**src/rtcri_consts.vh**
```
// Behaviour
// - counter keeps running in standby only when keep_in_standby (bit 7) is set
// - prescaler divides slow clock by two to the power of bits 6:3
// - divider and other control writes take effect after two slow cycles
// - drift correction acts only while drift_fix_enable (bit 2) is set
// - counter runs only while counter_enable (bit 0) is set
// - match_sync_pending (status bit 3) high while match_value crosses over
// - limit_sync_pending (status bit 2) high while wrap_limit crosses over
// - count_sync_pending (status bit 1) high while counter_value crosses over
// - control_sync_pending (status bit 0) high while rtc_control crosses over
// - match interrupt requested only when enable bit 1 and its flag set
// - wrap interrupt requested only when enable bit 0 and its flag set
// - flag bit 1 set on counter equal match, cleared by writing one
// - flag bit 0 set on wrap to zero, cleared by writing one
// - one shared 8-bit byte_latch serves every 16-bit register
// - under debug halt, freeze and ignore events unless run_when_halted
// - low byte at base offset, high byte at base plus one
// - tick interval code picks 4 to 32768 slow cycles, code 0 off
// - trim magnitude is cycles added or removed per million slow cycles
// - sign 0 counts slower, sign 1 faster; faster needs divider of two or more
`ifndef RTCRI_CONSTS_VH
`define RTCRI_CONSTS_VH
`define RTCRI_A_CTRL      5'h00
`define RTCRI_A_STAT      5'h01
`define RTCRI_A_IEN       5'h02
`define RTCRI_A_IFLG      5'h03
`define RTCRI_A_LATCH     5'h04
`define RTCRI_A_DBG       5'h05
`define RTCRI_A_TRIM      5'h06
`define RTCRI_A_SRC       5'h07
`define RTCRI_A_CNT       5'h08
`define RTCRI_A_PER       5'h0A
`define RTCRI_A_CMP       5'h0C
`define RTCRI_A_PCTL      5'h10
`define RTCRI_A_PSTAT     5'h11
`define RTCRI_A_PIEN      5'h12
`define RTCRI_A_PFLG      5'h13
`define RTCRI_A_PDBG      5'h15
`define RTCRI_B_STBY      7
`define RTCRI_B_DIV_HI    6
`define RTCRI_B_DIV_LO    3
`define RTCRI_B_FIX       2
`define RTCRI_B_EN        0
`define RTCRI_B_SIGN      7
`define RTCRI_B_CMP       1
`define RTCRI_B_OVF       0
`define RTCRI_S_CTRL      0
`define RTCRI_S_CNT       1
`define RTCRI_S_PER       2
`define RTCRI_S_CMP       3
`define RTCRI_S_PIT       4
`define RTCRI_RST_BYTE    8'h00
`define RTCRI_RST_PER     16'hFFFF
`define RTCRI_RST_WORD    16'h0000
`define RTCRI_SYNC_CYC    2'h2
`define RTCRI_PPM_SPAN    20'hF4240
`define RTCRI_PIT_OFF     4'h0
`define RTCRI_PIT_RSVD    4'hF
`endif

```
**src/rtcri_regs.v**
```verilog
// The strobed register port was chosen for this implementation.
`include "rtcri_consts.vh"

module rtcri_regs (
   input  wire       clk_sys,
   input  wire       rst_b,
   input  wire [4:0] reg_addr,
   input  wire [7:0] reg_wdata,
   input  wire       reg_wr,
   input  wire       reg_rd,
   output reg  [7:0] reg_rdata,
   input  wire       rtc_tick,
   input  wire       standby_sleep,
   input  wire       cpu_halted,
   output wire       rtc_irq,
   output wire       tick_irq,
   output reg        wrap_pulse,
   output reg        match_pulse,
   output wire [1:0] clk_source
);

   localparam NSYNC = 5;

   // high byte of a 16-bit pair; its write commits the pair
   function pair_hi;
      input [4:0] addr;
      input [4:0] base;
      begin
         pair_hi = addr == (base + 5'h01);
      end
   endfunction

   // software-side copies
   reg  [7:0]  ctrl_q;
   reg  [1:0]  ien_q;
   reg  [1:0]  iflg_q;
   reg  [7:0]  latch_q;
   reg         dbg_q;
   reg  [7:0]  trim_q;
   reg  [1:0]  src_q;
   reg  [15:0] cnt_wr_q;
   reg  [15:0] per_wr_q;
   reg  [15:0] cmp_wr_q;
   reg  [4:0]  pctl_q;
   reg         pien_q;
   reg         pflg_q;
   reg         pdbg_q;
   reg  [15:0] cnt_view_q;

   // slow-side working copies
   reg  [7:0]  ctrl_act_q;
   reg  [15:0] per_act_q;
   reg  [15:0] cmp_act_q;
   reg  [4:0]  pctl_act_q;
   reg  [15:0] cnt_q;
   reg  [15:0] psc_q;
   reg  [19:0] ppm_acc_q;
   reg  [15:0] pit_cnt_q;

   reg  [1:0]  sync_cnt_q [0:NSYNC-1];
   wire [NSYNC-1:0] sync_busy;
   wire [NSYNC-1:0] sync_done;
   reg  [NSYNC-1:0] sync_start;

   wire       wr_ctrl  = reg_wr && reg_addr == `RTCRI_A_CTRL;
   wire       wr_cnt_h = reg_wr && pair_hi(reg_addr, `RTCRI_A_CNT);
   wire       wr_per_h = reg_wr && pair_hi(reg_addr, `RTCRI_A_PER);
   wire       wr_cmp_h = reg_wr && pair_hi(reg_addr, `RTCRI_A_CMP);
   wire       wr_pctl  = reg_wr && reg_addr == `RTCRI_A_PCTL;

   always @* begin
      sync_start = {NSYNC{1'b0}};
      sync_start[`RTCRI_S_CTRL] = wr_ctrl;
      sync_start[`RTCRI_S_CNT]  = wr_cnt_h;
      sync_start[`RTCRI_S_PER]  = wr_per_h;
      sync_start[`RTCRI_S_CMP]  = wr_cmp_h;
      sync_start[`RTCRI_S_PIT]  = wr_pctl;
   end

   // each crossing waits two slow cycles before the value is applied;
   // a write while busy restarts it, which costs latency, not data
   genvar gi;
   generate
      for (gi = 0; gi < NSYNC; gi = gi + 1) begin : g_sync
         always @(posedge clk_sys or negedge rst_b) begin
            if (!rst_b) begin
               sync_cnt_q[gi] <= 2'h0;
            end else if (sync_start[gi]) begin
               sync_cnt_q[gi] <= `RTCRI_SYNC_CYC;
            end else if (rtc_tick && sync_cnt_q[gi] != 2'h0) begin
               sync_cnt_q[gi] <= sync_cnt_q[gi] - 2'h1;
            end
         end
         assign sync_busy[gi] = sync_cnt_q[gi] != 2'h0;
         assign sync_done[gi] = rtc_tick && sync_cnt_q[gi] == 2'h1;
      end
   endgenerate

   // run qualifiers
   wire halt_frz = cpu_halted && !dbg_q;
   wire pit_frz  = cpu_halted && !pdbg_q;
   wire stby_ok  = !standby_sleep || ctrl_act_q[`RTCRI_B_STBY];
   wire run      = ctrl_act_q[`RTCRI_B_EN] && stby_ok && !halt_frz;
   wire [3:0] div_sel = ctrl_act_q[`RTCRI_B_DIV_HI:`RTCRI_B_DIV_LO];

   // drift correction: spread trim cycles over a million slow cycles
   wire        fix_on   = ctrl_act_q[`RTCRI_B_FIX];
   wire [19:0] acc_sum  = ppm_acc_q + {13'h0000, trim_q[6:0]};
   wire        corr_now = fix_on && acc_sum >= `RTCRI_PPM_SPAN;
   wire        neg_fix  = trim_q[`RTCRI_B_SIGN];
   reg  [1:0]  psc_inc;

   always @* begin
      psc_inc = 2'h1;
      if (corr_now) begin
         if (!neg_fix) begin
            psc_inc = 2'h0;
         end else if (div_sel != 4'h0) begin
            psc_inc = 2'h2;
         end
      end
   end

   wire [15:0] psc_nxt = psc_q + {14'h0000, psc_inc};
   // a prescaled tick is a carry into bit div_sel
   wire        psc_evt = run && rtc_tick &&
                         ((psc_nxt >> div_sel) != (psc_q >> div_sel));

   wire        at_wrap = cnt_q == per_act_q;
   wire [15:0] cnt_nxt = at_wrap ? 16'h0000 : cnt_q + 16'h0001;
   wire        wrap_hit  = psc_evt && at_wrap;
   wire        match_hit = psc_evt && cnt_nxt == cmp_act_q;

   // prescaler and correction accumulator next values
   reg  [15:0] psc_d;
   reg  [19:0] ppm_acc_d;

   always @* begin
      psc_d     = psc_q;
      ppm_acc_d = ppm_acc_q;
      if (run && rtc_tick) begin
         psc_d = psc_nxt;
      end
      if (!fix_on) begin
         ppm_acc_d = 20'h00000;
      end else if (run && rtc_tick) begin
         ppm_acc_d = corr_now ? acc_sum - `RTCRI_PPM_SPAN : acc_sum;
      end
   end

   // counter next value: a committed software write beats a step
   reg  [15:0] cnt_d;

   always @* begin
      cnt_d = cnt_q;
      if (sync_done[`RTCRI_S_CNT]) begin
         cnt_d = cnt_wr_q;
      end else if (psc_evt) begin
         cnt_d = cnt_nxt;
      end
   end

   always @(posedge clk_sys or negedge rst_b) begin
      if (!rst_b) begin
         psc_q     <= `RTCRI_RST_WORD;
         ppm_acc_q <= 20'h00000;
      end else begin
         psc_q     <= psc_d;
         ppm_acc_q <= ppm_acc_d;
      end
   end

   always @(posedge clk_sys or negedge rst_b) begin
      if (!rst_b) begin
         ctrl_act_q  <= `RTCRI_RST_BYTE;
         per_act_q   <= `RTCRI_RST_PER;
         cmp_act_q   <= `RTCRI_RST_WORD;
         pctl_act_q  <= 5'h00;
         cnt_q       <= `RTCRI_RST_WORD;
         wrap_pulse  <= 1'b0;
         match_pulse <= 1'b0;
      end else begin
         if (sync_done[`RTCRI_S_CTRL]) begin
            ctrl_act_q <= ctrl_q;
         end
         if (sync_done[`RTCRI_S_PER]) begin
            per_act_q <= per_wr_q;
         end
         if (sync_done[`RTCRI_S_CMP]) begin
            cmp_act_q <= cmp_wr_q;
         end
         if (sync_done[`RTCRI_S_PIT]) begin
            pctl_act_q <= pctl_q;
         end
         cnt_q <= cnt_d;
         wrap_pulse  <= wrap_hit;
         match_pulse <= match_hit;
      end
   end

   // periodic tick: own counter, runs in every sleep mode
   wire [3:0]  pit_sel = pctl_act_q[4:1];
   wire        pit_run = pctl_act_q[0] && !pit_frz && pit_sel != `RTCRI_PIT_OFF
                         && pit_sel != `RTCRI_PIT_RSVD;
   wire [15:0] pit_mask = (16'h0002 << pit_sel) - 16'h0001;
   wire        pit_hit  = pit_run && rtc_tick &&
                          (pit_cnt_q & pit_mask) == pit_mask;

   // the tick counter restarts from zero whenever enable bit 0 is clear,
   // so the first interval after enabling is always a full one
   reg  [15:0] pit_cnt_d;

   always @* begin
      pit_cnt_d = pit_cnt_q;
      if (!pctl_act_q[0]) begin
         pit_cnt_d = `RTCRI_RST_WORD;
      end else if (pit_run && rtc_tick) begin
         pit_cnt_d = pit_cnt_q + 16'h0001;
      end
   end

   always @(posedge clk_sys or negedge rst_b) begin
      if (!rst_b) begin
         pit_cnt_q <= `RTCRI_RST_WORD;
      end else begin
         pit_cnt_q <= pit_cnt_d;
      end
   end

   // sampled counter copy for software
   always @(posedge clk_sys or negedge rst_b) begin
      if (!rst_b) begin
         cnt_view_q <= `RTCRI_RST_WORD;
      end else begin
         cnt_view_q <= cnt_q;
      end
   end

   wire w1c_flg  = reg_wr && reg_addr == `RTCRI_A_IFLG;
   wire w1c_pflg = reg_wr && reg_addr == `RTCRI_A_PFLG;
   wire rd_lo16  = reg_rd && (reg_addr == `RTCRI_A_CNT ||
                   reg_addr == `RTCRI_A_PER || reg_addr == `RTCRI_A_CMP);

   // flag next values: the hardware set wins over a same-cycle clear,
   // so an event landing on the clearing write is never lost
   reg  [1:0]  iflg_d;
   reg         pflg_d;
   wire [1:0]  iflg_clr = w1c_flg ? reg_wdata[1:0] : 2'h0;
   wire        pflg_clr = w1c_pflg && reg_wdata[0];

   always @* begin
      iflg_d = iflg_q & ~iflg_clr;
      if (match_hit) begin
         iflg_d[`RTCRI_B_CMP] = 1'b1;
      end
      if (wrap_hit) begin
         iflg_d[`RTCRI_B_OVF] = 1'b1;
      end
      pflg_d = pflg_q && !pflg_clr;
      if (pit_hit) begin
         pflg_d = 1'b1;
      end
   end

   // byte_latch next value; a write beats a same-cycle read capture
   reg  [7:0]  latch_d;

   always @* begin
      latch_d = latch_q;
      if (rd_lo16) begin
         case (reg_addr)
            `RTCRI_A_CNT: latch_d = cnt_view_q[15:8];
            `RTCRI_A_PER: latch_d = per_wr_q[15:8];
            default:      latch_d = cmp_wr_q[15:8];
         endcase
      end
      if (reg_wr) begin
         case (reg_addr)
            `RTCRI_A_LATCH: latch_d = reg_wdata;
            `RTCRI_A_CNT,
            `RTCRI_A_PER,
            `RTCRI_A_CMP:   latch_d = reg_wdata;
            default:        latch_d = latch_q;
         endcase
      end
   end

   // software write side
   always @(posedge clk_sys or negedge rst_b) begin
      if (!rst_b) begin
         ctrl_q   <= `RTCRI_RST_BYTE;
         ien_q    <= 2'h0;
         iflg_q   <= 2'h0;
         latch_q  <= `RTCRI_RST_BYTE;
         dbg_q    <= 1'b0;
         trim_q   <= `RTCRI_RST_BYTE;
         src_q    <= 2'h0;
         cnt_wr_q <= `RTCRI_RST_WORD;
         per_wr_q <= `RTCRI_RST_PER;
         cmp_wr_q <= `RTCRI_RST_WORD;
         pctl_q   <= 5'h00;
         pien_q   <= 1'b0;
         pflg_q   <= 1'b0;
         pdbg_q   <= 1'b0;
      end else begin
         iflg_q  <= iflg_d;
         pflg_q  <= pflg_d;
         latch_q <= latch_d;
         if (reg_wr) begin
            case (reg_addr)
               `RTCRI_A_CTRL:  ctrl_q  <= reg_wdata & 8'hFD;
               `RTCRI_A_IEN:   ien_q   <= reg_wdata[1:0];
               `RTCRI_A_DBG:   dbg_q   <= reg_wdata[0];
               `RTCRI_A_TRIM:  trim_q  <= reg_wdata;
               `RTCRI_A_SRC:   src_q   <= reg_wdata[1:0];
               `RTCRI_A_CNT + 5'h01: cnt_wr_q <= {reg_wdata, latch_q};
               `RTCRI_A_PER + 5'h01: per_wr_q <= {reg_wdata, latch_q};
               `RTCRI_A_CMP + 5'h01: cmp_wr_q <= {reg_wdata, latch_q};
               `RTCRI_A_PCTL:  pctl_q  <= {reg_wdata[6:3], reg_wdata[0]};
               `RTCRI_A_PIEN:  pien_q  <= reg_wdata[0];
               `RTCRI_A_PDBG:  pdbg_q  <= reg_wdata[0];
               default: ;
            endcase
         end
      end
   end

   // read mux; result appears the cycle after the strobe
   reg [7:0] rd_mux;

   always @* begin
      rd_mux = 8'h00;
      case (reg_addr)
         `RTCRI_A_CTRL:  rd_mux = ctrl_q;
         `RTCRI_A_STAT:  rd_mux = {4'h0,
                                   sync_busy[`RTCRI_S_CMP],
                                   sync_busy[`RTCRI_S_PER],
                                   sync_busy[`RTCRI_S_CNT],
                                   sync_busy[`RTCRI_S_CTRL]};
         `RTCRI_A_IEN:   rd_mux = {6'h00, ien_q};
         `RTCRI_A_IFLG:  rd_mux = {6'h00, iflg_q};
         `RTCRI_A_LATCH: rd_mux = latch_q;
         `RTCRI_A_DBG:   rd_mux = {7'h00, dbg_q};
         `RTCRI_A_TRIM:  rd_mux = trim_q;
         `RTCRI_A_SRC:   rd_mux = {6'h00, src_q};
         `RTCRI_A_CNT:   rd_mux = cnt_view_q[7:0];
         `RTCRI_A_CNT + 5'h01: rd_mux = latch_q;
         `RTCRI_A_PER:   rd_mux = per_wr_q[7:0];
         `RTCRI_A_PER + 5'h01: rd_mux = latch_q;
         `RTCRI_A_CMP:   rd_mux = cmp_wr_q[7:0];
         `RTCRI_A_CMP + 5'h01: rd_mux = latch_q;
         `RTCRI_A_PCTL:  rd_mux = {1'b0, pctl_q[4:1], 2'h0, pctl_q[0]};
         `RTCRI_A_PSTAT: rd_mux = {7'h00, sync_busy[`RTCRI_S_PIT]};
         `RTCRI_A_PIEN:  rd_mux = {7'h00, pien_q};
         `RTCRI_A_PFLG:  rd_mux = {7'h00, pflg_q};
         `RTCRI_A_PDBG:  rd_mux = {7'h00, pdbg_q};
         default:        rd_mux = 8'h00;
      endcase
   end

   always @(posedge clk_sys or negedge rst_b) begin
      if (!rst_b) begin
         reg_rdata <= 8'h00;
      end else begin
         reg_rdata <= reg_rd ? rd_mux : 8'h00;
      end
   end

   assign rtc_irq = (ien_q[`RTCRI_B_CMP] && iflg_q[`RTCRI_B_CMP]) ||
                    (ien_q[`RTCRI_B_OVF] && iflg_q[`RTCRI_B_OVF]);
   assign tick_irq   = pien_q && pflg_q;
   assign clk_source = src_q;

endmodule // rtcri_regs

```
**config.mk**
```make
export PLATFORM = sky130hd
export DESIGN_NAME = rtcri_regs
export DESIGN_NICKNAME = d
export VERILOG_FILES = /design/src/rtcri_regs.v
export VERILOG_INCLUDE_DIRS = /design/src
export SDC_FILE = /design/constraint.sdc
export NUM_CORES = 1
export LEC_CHECK = 0
export BUFFER_PORTS_ARGS = -buffer_cell sky130_fd_sc_hd__buf_2
export CORE_MARGIN = 4
export CORE_UTILIZATION = 45
export CTS_BUF_LIST = sky130_fd_sc_hd__clkbuf_16
export DETAILED_ROUTE_END_ITERATION = 7
export GPL_ROUTABILITY_DRIVEN = 0
export HOLD_SLACK_MARGIN = 0.05
export SYNTH_ARGS = -nofsm -noshare
export SYNTH_HDL_FRONTEND = slang
export SYNTH_SLANG_ARGS = --single-unit
```
**constraint.sdc**
```tcl
create_clock -name clk_sys -period 13.2 [get_ports clk_sys]
set_input_delay 0.66 -clock clk_sys [delete_from_list [all_inputs] [get_ports clk_sys]]
set_output_delay 0.66 -clock clk_sys [all_outputs]
set_load 0.02 [all_outputs]
```
; Yosys cells after proc, flatten, opt, wreduce, memory -nomap -nowiden
; Cells that the tools add are included.
[totals]
register_bits = 234
in_bits = 20
output_inout_bits = 14
elab_cells = 187
[op_classes]
add_sub_neg = 11
order_cmp = 1
n_eq_ne = 31
shifts = 3
mux = 31
bitwise = 3
reduce_logical = 76
[op_table]
columns = operator, count
row1 = 8-bit case mux with 16 select lines, 1
row2 = 16-bit two-way mux, 5
row3 = 20-bit two-way mux, 3
row4 = 16-bit == test, 3
row5 = 1-bit logical AND, 37
row6 = 16-bit by 1-bit adder with 16-bit output (second input constant), 2
row7 = 8-bit two-way mux, 4
row8 = 16-bit by 4-bit right shift with 16-bit output, 2
row9 = 5-bit by 4-bit == test with 1-bit output (second input constant), 6
row10 = 2-bit two-way mux, 14
row11 = 5-bit == test (second input constant), 5
row12 = 2-bit AND reduction, 12
row13 = 2-bit nonzero test, 12
row14 = 20-bit by 7-bit adder with 20-bit output, 1
row15 = 5-bit by 3-bit == test with 1-bit output (second input constant), 4
row16 = 20-bit >= comparator (second input constant), 1
row17 = 20-bit subtractor (second input constant), 1
row18 = 16-bit by 2-bit adder with 16-bit output, 1
row19 = 16-bit AND, 1
row20 = 16-bit != test, 1
row21 = 8-bit case mux with 2 select lines, 1
row22 = 2-bit by 4-bit left shift with 16-bit output (first input constant), 1
row23 = 16-bit by 1-bit subtractor with 16-bit output (second input constant), 1
row24 = 2-bit by 1-bit == test with 1-bit output (second input constant), 5
row25 = other kinds (14), 32

; Longest topological paths before layout
[depth]
depth_word = 10
ltp_mapped = 31
mapped_depth_nobuf = 28

; Worst setup path before layout
; No wires, ideal clock.
[synth_timing]
kind = register to register
from = reg trim_q[0]
to = reg cnt_q[12]
setup_ps = 125
arrival_ps = 6118
required_time_ps = 13075
path_slack_ps = 6957
path_stages_with_launch = 32
n_path_buf = 3
period_less_slack_ps = 6243
cell_sequence = dfrtp_1 -> ha_1 -> fa_1 -> a21o_1 -> a21o_1 -> a211o_1 -> and2_1 -> nor2_1 -> inv_1 -> ha_1 -> inv_1 -> o21ai_0 -> o211a_1 -> o21ai_2 -> o31ai_4 -> a21oi_2 -> nand2_1 -> ha_1 -> fa_1 -> and2_1 -> clkbuf_1 -> a31oi_1 -> nand2_1 -> a41o_1 -> a211o_1 -> nor4_1 -> and4b_1 -> and4_1 -> buf_2 -> buf_4 -> o21ai_1 -> a21oi_1
[synth_between]
elab_chain_len = 9
[synth_lines]
columns = element, line
row1 = from (decl), rtcri_regs.v:39  ; reg [7:0] trim_q;
row2 = from (signal assigned), rtcri_regs.v:296  ; trim_q <= `RTCRI_RST_BYTE;
row3 = from (signal assigned), rtcri_regs.v:314  ; `RTCRI_A_TRIM: trim_q <= reg_wdata;
row4 = 20-bit by 7-bit adder with 20-bit output, rtcri_regs.v:108  ; wire [19:0] acc_sum = ppm_acc_q + {13'h0000, trim_q[6:0]};
row5 = 20-bit >= comparator (no line), --
row6 = 1-bit logical AND (no line), --
row7 = 2-bit two-way mux, rtcri_regs.v:115  ; if (corr_now) begin
row8 = 16-bit by 2-bit adder with 16-bit output, rtcri_regs.v:124  ; wire [15:0] psc_nxt = psc_q + {14'h0000, psc_inc};
row9 = 16-bit by 4-bit right shift with 16-bit output, rtcri_regs.v:127  ; ((psc_nxt >> div_sel) != (psc_q >> div_sel));
row10 = 16-bit != test, rtcri_regs.v:127
row11 = 1-bit logical AND, rtcri_regs.v:126  ; wire psc_evt = run && rtc_tick &&
row12 = 2-bit nonzero test (no line), --
row13 = to (signal assigned), rtcri_regs.v:179  ; cnt_q <= `RTCRI_RST_WORD;
row14 = to (signal assigned), rtcri_regs.v:195  ; cnt_q <= cnt_d;
row15 = to (decl), rtcri_regs.v:55  ; reg [15:0] cnt_q;
; No other way between the ends.
; A chain may end at the register's enable or synchronous reset.

; Worst setup path in the final report
[layout_timing]
from = reg trim_q[0]
to = reg cnt_q[1]
; The elaborated chain is that of the path after synthesis.

==> results by stage <==
Power:
- Power spread over the standard cell area amounts to 190 nW/um^2.
- The analysis attributes to cell leakage a power of 6.58 nW.
- Of the total power, registers draw 0.387.
- Across the VDD grid, the largest voltage drop is 0.115 mV.
- Of the total power, the share spent switching nets is 0.384.
- The post-route total power is 2.98 mW.
- Summed over all nets, the switching power comes to 1.14 mW.
- The combinational fraction of design power is 0.348.
- The cell internal power dissipation is 1.83 mW.
- The share of power burned in the clock network is 0.265.

Critical path:
- Data on the critical path is required at its endpoint by 13660 ps.
- The largest single stage delay on the critical path is 800 ps.
- The startpoint class of the critical path is a register.
- The maximum fanout along the worst path is 17.
- The worst setup path is captured at a register.
- The critical setup path kind is reg -> reg.
- Among all stages on the critical path, the largest delay is contributed by nand4_1.
- The data arrival time at the worst-slack endpoint is 8250 ps.

Clock network:
- TritonCTS created 28 clock buffers.
- The post-CTS setup repair buffer count is 0.
- The largest buffer count on any clock path is 3.
- The clock reaches the later pin of the worst-skew pair after 590 ps.
- Once the clock tree was built, the resizer swapped 0 gates to a different size.
- The tree built by TritonCTS fans out to 234 sinks.
- In this run the number of H-tree levels came out at 1.
- The number of hold buffers added after CTS was 0.
- The tree is rooted in a clkbuf_16.
- Clock-pin slew was measured on the worst setup and hold paths at roughly 70 ps.
- The CTS tree is done.

Logic synthesis:
- After synthesis, the mean cell area works out to roughly 9.6 um^2.
- The fraction of registers with async set or reset after synthesis is 1.00.
- In this run, synthesis produced a sequential element count of ~230.
- After synthesis, the largest family of logic cells by area is simple AND/OR/NAND/NOR gates.
- The mapped netlist covers 14400 um^2.
- Of the synthesized area, sequential elements account for 0.410.
- The number of warnings issued by yosys is 0.
- The post-synthesis share of cell area spent on and, or, nand and nor gates is 0.177.
- The post-synthesis cell type count is 93.
- The number of flops mapped to enable cells by yosys is 0.
- The post-synthesis net count is 1541.
- The compound-cell area share of the yosys netlist is 0.163.
- After synthesis, the share of cell area in mux cells is 0.130.
- The most used flip-flop cell after synthesis is dfrtp_1.
- The cell count after synthesis came out at 1495.
- Of the total synthesized cell area, the portion taken by XOR and XNOR cells is 0.0584.
- The adder-cell share of the synthesized area is 0.0237.

Cells and area:
- The layout cell share with drive strength beyond 1 is 0.187.
- From synthesis to final layout, the design area changed by 9.27%.
- The library cell used most frequently in the layout, excluding fill and tap cells, is dfrtp_1.
- Once layout is complete, the utilization of the core stands at 0.498.
- The net count of the finished layout is 1519.
- In the layout the commonest cells are dfrtp_1, nand2_1, mux2_2, nor2_1, a21oi_1.
- The number of antenna diodes in the final layout is 0.

Floorplan:
- The die is about 190 um tall.
- The initial utilization of the core area, before any placement, comes to 0.455.
- The standard-cell row count is 65.
- For this design the top-level I/O count stands at 34.
- The standard cell core area is ~32000 um^2.
- The die width is between 150 and 200 um.
- The die covers 34900 um^2.

Global route:
- The number of antenna violations at the first check in global routing is 0.
- For this run, the total global-route usage over all layers was measured as 0.221.
- The via count of the first global-routing pass is roughly 11000.
- The overall overflow remaining after global route is 0.
- The wire length of the first global-routing pass is between 60 and 70 mm.
- Entering global routing, the biggest net connects 166 pins.

Hold path:
- The classification of the worst-slack hold path is in -> async.

Routing:
- The wire length reported by the detailed router is 39.3 mm.
- Once detail routing completed, the nets flagged for antenna violations numbered 0.
- The number of remaining DRC errors is 0.
- The detailed-routing iteration count for the pre-antenna-repair pass is 7.
- The DRC marker count from the first detailed-route iteration is 954.
- Dividing the detail-routed wire length by the instance count gives between 20 and 25 um.
- The post-detailed-route via-to-cell ratio is 6.15.
- The final route contains between 10000 and 15000 vias.

STA:
- Setup total negative slack on the finished layout was measured at 0 ps.
- The worst clock skew is 59.7 ps.
- Subtracting the final worst setup slack from the clock period gives 7790 ps.
- The tightest slew margin relative to the limit is 0.209.
- The final-report hold violation count was 0.
- The slew at the pin closest to its max-slew limit is approximately 1200 ps.
- The count of pins over their slew limit came to 0.
- The worst path setup slack after routing is 5410 ps.
- Dividing the final minimum period by the clock period gives 0.590.
- Setup repair after global routing left no endpoint under its margin.
- The highest attainable clock frequency is between 100 and 150 MHz.
- The total of endpoints with negative setup slack in the final report is 0.

Placed design:
- The setup slack after placement is 5520 ps.
- The post-detailed-placement half-perimeter wirelength is 27.0 mm.
- Buffers placed on the I/O ports in this run total 33.

Status:
- The run finished with clean final reports.

Job:
- The max-capacitance violation count is 0.
-- metrics by stage --
step | area, um^2 | std cells | hold slack (ps)
after floorplan | 14400 | 1495 | 352
final | 15700 | 1897 | 55.4
after detailed placement | 14800 | 1845 | 467
after global placement | 14800 | 1845 | 466
after CTS | 15700 | 1897 | 65.9
after global routing | 15700 | 1897 | 109
-- sequential cells by signal, summed over array words and instances, names as in the netlist, 10 cells and up --
register	cells
cmp_act_q	16
cmp_wr_q	16
cnt_q	16
cnt_view_q	16
cnt_wr_q	16
per_act_q	16
per_wr_q	16
pit_cnt_q	16
ppm_acc_q	20
psc_q	16
sync_cnt_q	10
-- kinds of logic (layout without fill, tap and decap cells) --
kind of cell | Yosys count | in the layout
AOI/OAI and AO/OA | 347 | 347
muxes | 167 | 167
and+or+nand+nor | 496 | 496
xor gates and xnor gates | 95 | 95
adders and majority gates | 26 | 26
DFF | 234 | 234
buffers and inverters | 130 | 130
-- final timing paths --
| check | start | end | slack [ps] | cells past startpoint |
|---|---|---|---|---|
| min in group clk_sys | reg_wdata[7] | ctrl_q[7] | 470 | 2 |
| worst min register to register | cnt_q[1] | cnt_view_q[1] | 480 | 0 |
| worst max-delay path | trim_q[0] | cnt_q[1] | 5410 | 28 |
| worst max register to register | trim_q[0] | cnt_q[1] | 5410 | 28 |
| worst min-delay path | rst_b | pien_q | 60 | 1 |
| max in group asynchronous | rst_b | cnt_wr_q[2] | 11810 | 2 |
-- final cells by class --
type	count	area, um^2
Timing Repair Buffer	45	278
Fill cell	2924	15900
Inverter	33	124
Tap cell	402	503
Clock inverter	24	246
Multi-Input combinational cell	1131	7950
Clock buffer	28	701
Sequential cell	234	5900
-- power groups by stage --
| stage | registers [mW] | clock network (mW) | logic, mW |
|---|---|---|---|
| 5_1_grt | 1.18 | 0.835 | 1.14 |
| 2_1_floorplan | 1.05 | 0 | 0.841 |
| 3_3_place_gp | 1.15 | 0 | 1.01 |
| 6_report | 1.15 | 0.789 | 1.04 |
| 3_5_place_dp | 1.16 | 0 | 1.02 |
| 4_1_cts | 1.15 | 0.807 | 1.03 |
-- routing by layer --
| layer | share of wire | GRT usage |
|---|---|---|
| met1 | 0.43 | 0.297 |
| met2 | 0.48 | 0.372 |
| met3 | 0.051 | 0.0239 |
| met4 | 0.039 | 0.0796 |
| met5 | 0 | 0 |
-- synth_stat cells (22+ instances only) --
library cell,count,share of area
nand2_1,134,0.035
nand3_1,49,0.017
dfrtp_1,202,0.35
a21oi_1,85,0.030
mux2_2,129,0.10
nor2_1,98,0.026
nor3_1,28,0.0098
mux2i_1,35,0.024
ha_1,24,0.021
o21ai_0,66,0.023
xnor2_1,65,0.040
clkbuf_1,72,0.019
and2_1,31,0.013
nand4_1,22,0.0096
dfstp_2,32,0.059
inv_1,31,0.0081
xor2_1,29,0.018
nand2b_1,27,0.012
-- worst max-delay path, delay by kind of cell, from the launching register on --
family	cells	cell delay [ps]
fa+ha+maj	5	1430
simple gates	7	2300
buf+inv	2	140
compound gates	14	3420
flops	1	410
No activity file was read; power rests on OpenSTA's default activity.
